===== src/core/glrif_pkg.sv =====
// Package: constants and carrier types for the genlock reference input front end
package glrif_pkg;
   localparam int GLRIF_SYNC_STAGES = 2;
   localparam int GLRIF_CNT_W = 24;
   // Longest plausible line/frame period in core clocks before the reference counts as lost
   localparam int GLRIF_CLK_MHZ = 200;
   localparam int GLRIF_H_LOST_US = 200;
   localparam int GLRIF_V_LOST_MS = 50;
   localparam int GLRIF_H_LOST_CYC = GLRIF_H_LOST_US * GLRIF_CLK_MHZ;
   localparam int GLRIF_V_LOST_CYC = GLRIF_V_LOST_MS * 1000 * GLRIF_CLK_MHZ;
   localparam logic GLRIF_POL_RST = 1'b0;
   localparam logic [3:0] GLRIF_CAD_RST = 4'h0;
   localparam logic [2:0] GLRIF_CAD_LAST = 3'h4;

   typedef struct packed {
      logic h;
      logic v;
      logic fid;
   } glrif_ref_t;

   typedef struct packed {
      logic h_lead;
      logic v_lead;
      logic fid_mark;
   } glrif_evt_t;

   typedef enum logic [1:0] {
      GLRIF_ST_FREE = 2'b00,
      GLRIF_ST_LOCK = 2'b01,
      GLRIF_ST_FREEZE = 2'b10
   } glrif_state_t;
endpackage


===== src/core/glrif_pol_edge.sv =====
// Module: polarity sensing and leading-edge detection for one synchronised reference line
`timescale 1ns/10ps
module glrif_pol_edge
   import glrif_pkg::*;
#(
   parameter int CNT_W = GLRIF_CNT_W
) (
   input wire logic core_clk,
   input wire logic rst,
   input wire logic level,
   output logic polarity,
   output logic lead
);
   logic prev;
   logic [CNT_W-1:0] high_cnt;
   logic [CNT_W-1:0] low_cnt;
   logic next_pol;

   // Sync pulse is the shorter phase: whichever level lasted less is the active one
   always_comb begin
      next_pol = polarity;
      if (prev && !level) begin
         next_pol = (high_cnt < low_cnt) ? 1'b1 : 1'b0;
      end
   end

   always_ff @(posedge core_clk or posedge rst) begin
      if (rst) begin
         prev <= 1'b0;
         high_cnt <= '0;
         low_cnt <= '0;
         polarity <= GLRIF_POL_RST;
         lead <= 1'b0;
      end else begin
         prev <= level;
         polarity <= next_pol;
         if (level) begin
            if (!prev) high_cnt <= CNT_W'(1);
            else if (high_cnt != '1) high_cnt <= high_cnt + CNT_W'(1);
         end else begin
            if (prev) low_cnt <= CNT_W'(1);
            else if (low_cnt != '1) low_cnt <= low_cnt + CNT_W'(1);
         end
         // Leading edge: transition into the active level, whatever the source timing style
         lead <= (level != prev) && (level == next_pol);
      end
   end
endmodule


===== src/core/glrif_front.sv =====
// Module: genlock reference input front end (top)
`timescale 1ns/10ps
module glrif_front
   import glrif_pkg::*;
#(
   parameter int SYNC_STAGES = GLRIF_SYNC_STAGES,
   parameter int H_LOST_CYC = GLRIF_H_LOST_CYC,
   parameter int V_LOST_CYC = GLRIF_V_LOST_CYC
) (
   input wire logic core_clk,
   input wire logic rst,
   input wire logic genlock_en,
   input wire logic hsync_ref,
   input wire logic vsync_ref,
   input wire logic ten_field_ident_ref,
   output glrif_evt_t ref_evt,
   output logic h_polarity,
   output logic v_polarity,
   output logic [2:0] cadence_phase,
   output logic av_phase_field,
   output logic ref_missing,
   output logic freeze
);
   localparam int LW = 32;
   glrif_ref_t sync_pipe [SYNC_STAGES];
   glrif_ref_t ref_s;
   logic en_m;
   logic en_s;
   localparam int NCH = 2;
   logic [NCH-1:0] ch_level;
   logic [NCH-1:0] ch_pol;
   logic [NCH-1:0] ch_lead;
   logic [NCH-1:0] ch_ok;
   logic h_pol;
   logic v_pol;
   logic h_lead;
   logic v_lead;
   logic fid_prev;
   logic h_ok;
   logic v_ok;
   glrif_state_t state;
   glrif_state_t next_state;

   // Chain per stage; only the last stage feeds logic
   always_ff @(posedge core_clk or posedge rst) begin
      if (rst) begin
         for (int i = 0; i < SYNC_STAGES; i++) sync_pipe[i] <= '0;
         en_m <= 1'b0;
         en_s <= 1'b0;
      end else begin
         sync_pipe[0] <= '{h: hsync_ref, v: vsync_ref, fid: ten_field_ident_ref};
         for (int i = 1; i < SYNC_STAGES; i++) sync_pipe[i] <= sync_pipe[i-1];
         en_m <= genlock_en;
         en_s <= en_m;
      end
   end
   assign ref_s = sync_pipe[SYNC_STAGES-1];

   assign ch_level = {ref_s.v, ref_s.h};

   // One timing channel per reference line: index 0 horizontal, index 1 vertical
   for (genvar c = 0; c < NCH; c++) begin : g_ch
      localparam int LIMIT = (c == 0) ? H_LOST_CYC : V_LOST_CYC;
      logic [LW-1:0] gap;

      glrif_pol_edge u_pe (
         .core_clk(core_clk),
         .rst(rst),
         .level(ch_level[c]),
         .polarity(ch_pol[c]),
         .lead(ch_lead[c])
      );

      // Loss watchdog starts saturated, so an absent reference reads as missing until its first edge
      always_ff @(posedge core_clk or posedge rst) begin
         if (rst) begin
            gap <= '1;
         end else if (ch_lead[c]) begin
            gap <= '0;
         end else if (gap != '1) begin
            gap <= gap + LW'(1);
         end
      end
      assign ch_ok[c] = gap < LW'(LIMIT);
   end

   assign h_pol = ch_pol[0];
   assign v_pol = ch_pol[1];
   assign h_lead = ch_lead[0];
   assign v_lead = ch_lead[1];
   assign h_ok = ch_ok[0];
   assign v_ok = ch_ok[1];

   always_comb begin
      next_state = state;
      case (state)
         GLRIF_ST_FREE: if (en_s && h_ok && v_ok) next_state = GLRIF_ST_LOCK;
         GLRIF_ST_LOCK: begin
            if (!en_s) next_state = GLRIF_ST_FREE;
            else if (!(h_ok && v_ok)) next_state = GLRIF_ST_FREEZE;
         end
         GLRIF_ST_FREEZE: begin
            if (!en_s) next_state = GLRIF_ST_FREE;
            else if (h_ok && v_ok) next_state = GLRIF_ST_LOCK;
         end
         default: next_state = GLRIF_ST_FREE;
      endcase
   end

   always_ff @(posedge core_clk or posedge rst) begin
      if (rst) begin
         state <= GLRIF_ST_FREE;
         ref_missing <= 1'b1;
         freeze <= 1'b0;
      end else begin
         state <= next_state;
         ref_missing <= !(h_ok && v_ok);
         freeze <= (next_state == GLRIF_ST_FREEZE);
      end
   end

   // Timing events only pass while locked; freeze holds downstream timing by silence
   always_ff @(posedge core_clk or posedge rst) begin
      if (rst) begin
         ref_evt <= '0;
         h_polarity <= GLRIF_POL_RST;
         v_polarity <= GLRIF_POL_RST;
      end else begin
         ref_evt.h_lead <= h_lead && (state == GLRIF_ST_LOCK);
         ref_evt.v_lead <= v_lead && (state == GLRIF_ST_LOCK);
         ref_evt.fid_mark <= v_lead && ref_s.fid && (state == GLRIF_ST_LOCK);
         h_polarity <= h_pol;
         v_polarity <= v_pol;
      end
   end

   // Ten-field ident high at a field start marks field zero; low input just free-runs the cadence
   always_ff @(posedge core_clk or posedge rst) begin
      if (rst) begin
         fid_prev <= 1'b0;
         cadence_phase <= GLRIF_CAD_RST[2:0];
         av_phase_field <= 1'b0;
      end else begin
         fid_prev <= ref_s.fid;
         if (v_lead) begin
            av_phase_field <= ref_s.fid;
            if (ref_s.fid && !fid_prev) cadence_phase <= 3'h0;
            else if (ref_s.fid) cadence_phase <= 3'h0;
            else if (cadence_phase == GLRIF_CAD_LAST) cadence_phase <= 3'h0;
            else cadence_phase <= cadence_phase + 3'h1;
         end
      end
   end
endmodule


===== config.mk =====
export PLATFORM = sky130hd
export DESIGN_NAME = glrif_front
export DESIGN_NICKNAME = d
export VERILOG_FILES = /design/src/core/glrif_pkg.sv /design/src/core/glrif_pol_edge.sv /design/src/core/glrif_front.sv
export SDC_FILE = /design/constraint.sdc
export NUM_CORES = 1
export LEC_CHECK = 0
export BUFFER_PORTS_ARGS = -buffer_cell sky130_fd_sc_hd__buf_2
export CAP_MARGIN = 25
export CORE_MARGIN = 3
export CORE_UTILIZATION = 59
export CTS_BUF_LIST = sky130_fd_sc_hd__clkbuf_2
export CTS_CLUSTER_SIZE = 10
export DETAILED_ROUTE_END_ITERATION = 8
export GPL_ROUTABILITY_DRIVEN = 0
export GPL_TIMING_DRIVEN = 0
export PLACE_DENSITY = 0.78
export SETUP_SLACK_MARGIN = 0.1
export SYNTH_ARGS = -nofsm -noshare
export SYNTH_HDL_FRONTEND = slang
export SYNTH_SLANG_ARGS = --single-unit

===== constraint.sdc =====
create_clock -name core_clk -period 5.53 [get_ports core_clk]
set_clock_uncertainty 0.2 [all_clocks]
set_input_delay 0.2765 -clock core_clk [delete_from_list [all_inputs] [get_ports core_clk]]
set_output_delay 0.2765 -clock core_clk [all_outputs]
set_load 0.05 [all_outputs]

# ---- Word-level counts from Yosys, hierarchy flattened
# Index checks and enable logic that the tools add are counted.
dict set report totals {
  out_inout_bits 11
  wordCells 110
  input_bits 6
  reg_bits 188
}
dict set report classes {
  n_bitwise 2
  n_lt_le_gt_ge 4
  mux 25
  add_sub_neg 7
  n_reduce_logical 25
  eq_ne 16
}
# cell n
set op_table {}
lappend op_table {{24-bit two-way mux} 8}
lappend op_table {{32-bit two-way mux} 4}
lappend op_table {{24-bit by 1-bit adder with 24-bit output (second input constant)} 4}
lappend op_table {{24-bit != test (second input constant)} 4}
lappend op_table {{32-bit by 1-bit adder with 32-bit output (second input constant)} 2}
lappend op_table {{32-bit != test (second input constant)} 2}
lappend op_table {{24-bit < comparator} 2}
lappend op_table {{32-bit by 16-bit < comparator with 1-bit output (second input constant)} 1}
lappend op_table {{32-bit by 24-bit < comparator with 1-bit output (second input constant)} 1}
lappend op_table {{1-bit logical AND} 12}
lappend op_table {{2-bit two-way mux} 5}
lappend op_table {{3-bit two-way mux} 3}
lappend op_table {{2-bit AND reduction} 4}
lappend op_table {{2-bit nonzero test} 4}
lappend op_table {{2-bit case mux with 3 select lines} 1}
lappend op_table {{2-bit == test (second input constant)} 2}
lappend op_table {{1-bit zero test} 4}
lappend op_table {{1-bit two-way mux} 4}
lappend op_table {{2-bit != test (second input constant)} 2}
lappend op_table {{3-bit by 1-bit adder with 3-bit output (second input constant)} 1}
lappend op_table {{3-bit == test (second input constant)} 1}
lappend op_table {{1-bit == test} 2}
lappend op_table {{2-bit by 1-bit == test with 1-bit output (second input constant)} 1}
lappend op_table {{2-bit zero test} 1}
lappend op_table {{other kinds (2)} 4}

# ---- Logic depth before layout (Yosys ltp)
dict set report depth {
  depth_word 6
  ltp_mapped 8
  mapped_depth_nobuf 7
}

# ---- Cells and area by module
# Synthesis repeated with hierarchy kept, for this count alone.
dict set report unflattened {
  hier_cells 1233
  hier_area_um2 11533.6
}
# mod cells_each n_inst seq_area_each_um2 area_each_um2
set modules_own_cells {}
lappend modules_own_cells {glrif_pol_edge 393 2 1276.2 3514.6}
lappend modules_own_cells {glrif_front 447 1 2208.4 4504.3}

# ---- Least setup slack after synthesis
# No wires, ideal clock.
dict set report synth_timing {
  path_type {reg-to-reg}
  start {register g_ch[0].u_pe.low_cnt[2]}
  end {register g_ch[0].u_pe.lead}
  n_path_buf 0
  setup_ns 0.136
  arrival_ns 2.196
  path_stages_with_launch 8
  path_slack_ns 2.998
  synth_period_minus_slack_ns 2.532
  t_required_ns 5.194
  cell_sequence {dfrtp_1 -> inv_1 -> ha_1 -> a211oi_1 -> o21ai_0 -> a2111oi_0 -> nor3_1 -> or3b_2}
}
dict set report synth_via {
  elab_chain_cells 5
}
# item line_no
set synth_lines {}
lappend synth_lines {{start, declared} glrif_pol_edge.sv:16} ;# logic [CNT_W-1:0] low_cnt;
lappend synth_lines {{start signal, assigned} glrif_pol_edge.sv:42} ;# else if (low_cnt != '1) low_cnt <= low_cnt + CNT_W'(1);
lappend synth_lines {{24-bit < comparator} glrif_pol_edge.sv:23} ;# next_pol = (high_cnt < low_cnt) ? 1'b1 : 1'b0;
lappend synth_lines {{1-bit two-way mux} glrif_pol_edge.sv:23}
lappend synth_lines {{1-bit two-way mux} glrif_pol_edge.sv:22} ;# if (prev && !level) begin
lappend synth_lines {{1-bit == test} glrif_pol_edge.sv:45} ;# lead <= (level != prev) && (level == next_pol);
lappend synth_lines {{1-bit logical AND} glrif_pol_edge.sv:45}
lappend synth_lines {{end signal, assigned} glrif_pol_edge.sv:45}
lappend synth_lines {{end, declared} glrif_pol_edge.sv:12} ;# output logic lead
# No other way between the ends.
# A chain may end at the register's enable or synchronous reset.

# ---- Worst setup path after layout
dict set report layout_timing {
  start {register g_ch[0].u_pe.high_cnt[1]}
  end {register g_ch[0].u_pe.high_cnt[15]}
}
dict set report layout_via {
  elab_chain_cells 3
  word_cells_on_any_way 6
  cone_classes {1 x add/sub; 2 x eq/ne; 2 x mux; 1 x reduce/logical}
}
# item line_no
set layout_lines {}
lappend layout_lines {{start, declared} glrif_pol_edge.sv:15} ;# logic [CNT_W-1:0] high_cnt;
lappend layout_lines {{start signal, assigned} glrif_pol_edge.sv:39} ;# else if (high_cnt != '1) high_cnt <= high_cnt + CNT_W'(1);
lappend layout_lines {{24-bit by 1-bit adder with 24-bit output or 24-bit != test (tied branches)} glrif_pol_edge.sv:39}
lappend layout_lines {{24-bit two-way mux or 2-bit != test (tied branches)} n/a}
lappend layout_lines {{24-bit two-way mux or 2-bit AND reduction (tied branches)} n/a}
# Parallel ways exist; a longest one is shown, timed or not. The select of a mux whose other input is x is not followed.

==> impl_results.md <==
- Synth Net Count: 1,313
- CTS tree: done
- Hold Vio Cnt, Final: 0
- Area share of the largest cell type after synthesis: 0.272
- 1st-iter DRT viols: 711
- Status: complete, no violations
- Top cells by count, synth: dfrtp_1, a21oi_1, nand2_1
- Boundary Pins: 17
- Largest cells by area after synthesis: dfrtp_1, dfstp_2, ha_1, a21oi_1, o21ai_0
- Worst setup EP type: register
- Crit start category: register
- Max Root-Sink Buffers: 2
- #FFs+latches synth: 187
- R2R depth: 8
- Area of the mapped netlist: 11,200 µm²
- FF+latch area: 4760 µm²
- Cell taking the most area after synthesis: dfrtp_1
- TritonRoute pass-1 iters: 7
- Vias: 9,897
- Period minus WS final: 3.04 ns
- Crit path kind: reg2reg
- WL final: 24,800 µm
- Final setup viols: 0
- Sink Count: 187
- Sw Share: 0.344
- Grt ovf: 0
- DIE HEIGHT: 144 µm
- Vias in the first global route: 9,075
- Fmax: 329 MHz
- Post-CTS Resized: 0
- Skew-Pair Late Insertion Delay: 0.77 ns
- Count leader, synth: dfrtp_1
- Part of the power in combinational logic: 0.196
- Sequential area share after synthesis: 0.425
- Area Overhead vs Synth: 7.00%
- Post-Layout Cell Count: 1,544
- WL/cell: 16.1 µm
- Core occupancy in the finished layout: 0.654
- Largest net degree at the start of global routing: 42
- Max-Cap Viols: 0
- Setup TNS Final: 0 ns
- Main synth FF type: dfrtp_1
- Worst hold slack: 0.164 ns
- Worst EP required: 6.04 ns
- Post-Synthesis Cells: 1,251
- Htree depth: 4
- Worst Hold Path Cells: 0
- Max Slew Vio Count: 0
- Area occupied by multi-input gates: 5990 µm²
- Post-Syn Area per Cell: 8.96 µm²
- Initial antenna violation count: 1
- Rows: 49
- Buffers on Ports: 16
- Placed cells: 1,501
- Post-synth EDFFs: 0
- Sequential power share: 0.563
- Int Pwr: 1.82 mW
- WP data arrival: 3.55 ns
- Worst min-delay path class: reg2reg
- Fin crit share: 0.550
- Post-synth cell types: 71
- Core footprint: 18,300 µm²
- Hpwl dp: 17,900 µm
- Root Buffer: clkbuf_2
- Ys async rst share: 1.00
- Total CTS buffers: 17
- Total track usage: 0.247
- Initial core utilization: 0.612
- Remaining antenna violation count: 0
- Crit-path max FO: 10
- Synth Warn #: 0
- RSZ-0062 raised after global routing: false
- DRC Markers: 0
- Slew headroom: 0.309
- Sw power: 958 µW
- Clock share of power: 0.241
- Maximum VDD drop: 0.164 mV
- Worst slew pin tran: 1.03 ns
- Final nets: 1,363
- Die width: 144 µm
- Die ar.: 20,700 µm²
- PD cells: 232 nW/µm²
- Reg clk slew, reported paths: 0.29 ns
- FILL cells: 1,524
- Post-DR vias/cell: 6.41
- Share of layout cells above drive strength 1: 0.116
- First-pass GRT wire length: 42,400 µm
- Leak Pwr: 4.49 nW
[cells in the final DEF, fill, tap and decap left out, types with 5 or more instances in the layout]
master | Yosys | layout
ha_1 | 56 | 56
nor4_1 | 28 | 28
nor2b_1 | 11 | 11
nand4_1 | 47 | 47
dfrtp_1 | 122 | 122
a211oi_1 | 7 | 7
clkbuf_1 | 44 | 44
mux2_2 | 8 | 8
a21oi_1 | 112 | 112
nand2b_1 | 12 | 12
buf_2 | 5 | 21
nand2_1 | 103 | 103
xnor2_1 | 18 | 18
xor2_1 | 5 | 5
a31oi_1 | 6 | 6
clkbuf_2 | 0 | 17
nor3_1 | 32 | 32
o21ai_0 | 90 | 90
o211ai_1 | 5 | 5
and3_1 | 10 | 10
or3_1 | 50 | 50
dfstp_2 | 65 | 65
o311ai_0 | 5 | 5
or4_1 | 51 | 51
o41ai_1 | 9 | 9
o31ai_1 | 48 | 48
inv_1 | 67 | 66
or2_2 | 7 | 7
dlygate4sd3_1 | 0 | 10
nand3_1 | 52 | 52
and4_1 | 20 | 20
and2_1 | 11 | 11
nor2_1 | 77 | 77
[power groups by stage]
stage                     Sequential (mW)  Clock [mW]  Combinational (mW)
final                                1.57       0.671               0.546
after global routing                 1.58       0.756               0.615
after CTS                            1.57       0.694               0.550
after detailed placement             1.59           0               0.542
after global placement               1.58           0               0.517
after floorplan                      1.64           0               0.324
[per-stage QoR]
stage | total power, mW | instance area (µm²) | worst slack (ns)
finish | 2.78 | 12000 | 2.49
CTS | 2.81 | 12000 | 2.48
global placement | 2.10 | 11600 | 1.51
floorplan | 1.97 | 11200 | 2.70
global route | 2.96 | 12000 | 2.18
detailed placement | 2.13 | 11700 | 2.57
[what timing repair did]
item,in CTS,in global routing
hold buffers,10,0
setup buffers,0,0
endpoints found under the hold margin,58,0
endpoints found under the setup margin,0,0
[routing by layer]
layer | track usage | up-vias | wire (µm)
li1 | - | 4840 | -
met1 | 0.348 | 4756 | 11600
met2 | 0.395 | 254 | 11700
met3 | 0.0406 | 47 | 1070
met4 | 0.0709 | 0 | 359
met5 | 0 | - | 0
[critical path: stages (launching register included)]
cell and delay, ns:
dfrtp_1 0.52, ha_1 0.25, and2_1 0.19, nand3_1 0.17, o31ai_1 0.60, clkbuf_1 0.36, clkbuf_1 0.38, o21ai_0 0.16
a21oi_1 0.15
[path summary, 6_finish.rpt]
check	startpoint	endpoint	slack (ns)
min in group asynchronous	rst	cadence_phase[0]	0.55
min reg2reg	sync_pipe[3]	ref_s[0]	0.16
max	g_ch[0].u_pe.high_cnt[1]	g_ch[0].u_pe.high_cnt[15]	2.49
min	sync_pipe[3]	ref_s[0]	0.16
max reg2reg	g_ch[0].u_pe.high_cnt[1]	g_ch[0].u_pe.high_cnt[15]	2.49
max in group asynchronous	rst	g_ch[0].u_pe.low_cnt[4]	3.37
[sequential cells by signal (all words and copies together), names as in the netlist, 3 cells and up]
name / flops
sync_pipe: 3
cadence_phase: 3
ref_evt: 3
g_ch.u_pe.high_cnt: 48
g_ch.u_pe.low_cnt: 48
g_ch.gap: 64
[cell type report]
type / instances / area share
diodes: 1 / 0.000209
plain buffers: 51 / 0.0171
clock buffers: 17 / 0.00709
clock inverters: 15 / 0.0119
inverters: 68 / 0.0216
multi-input cells: 945 / 0.499
flip-flops and latches: 187 / 0.397
well taps: 229 / 0.0239
repair buffers: 31 / 0.0220
[cell families (layout without fill, tap and decap cells)]
| kind of cell | after synthesis | in the layout | synth area share |
|---|---|---|---|
| adders and majority gates | 56 | 56 | 0.0625 |
| other | 0 | 1 | 0 |
| muxes | 11 | 11 | 0.0107 |
| xor gates and xnor gates | 23 | 23 | 0.0180 |
| AOI/OAI and AO/OA | 328 | 328 | 0.182 |
| DFF | 187 | 187 | 0.425 |
| and+or+nand+nor | 527 | 527 | 0.261 |
| buffers and inverters | 119 | 182 | 0.0411 |
No activity file was read; power rests on OpenSTA's default activity.
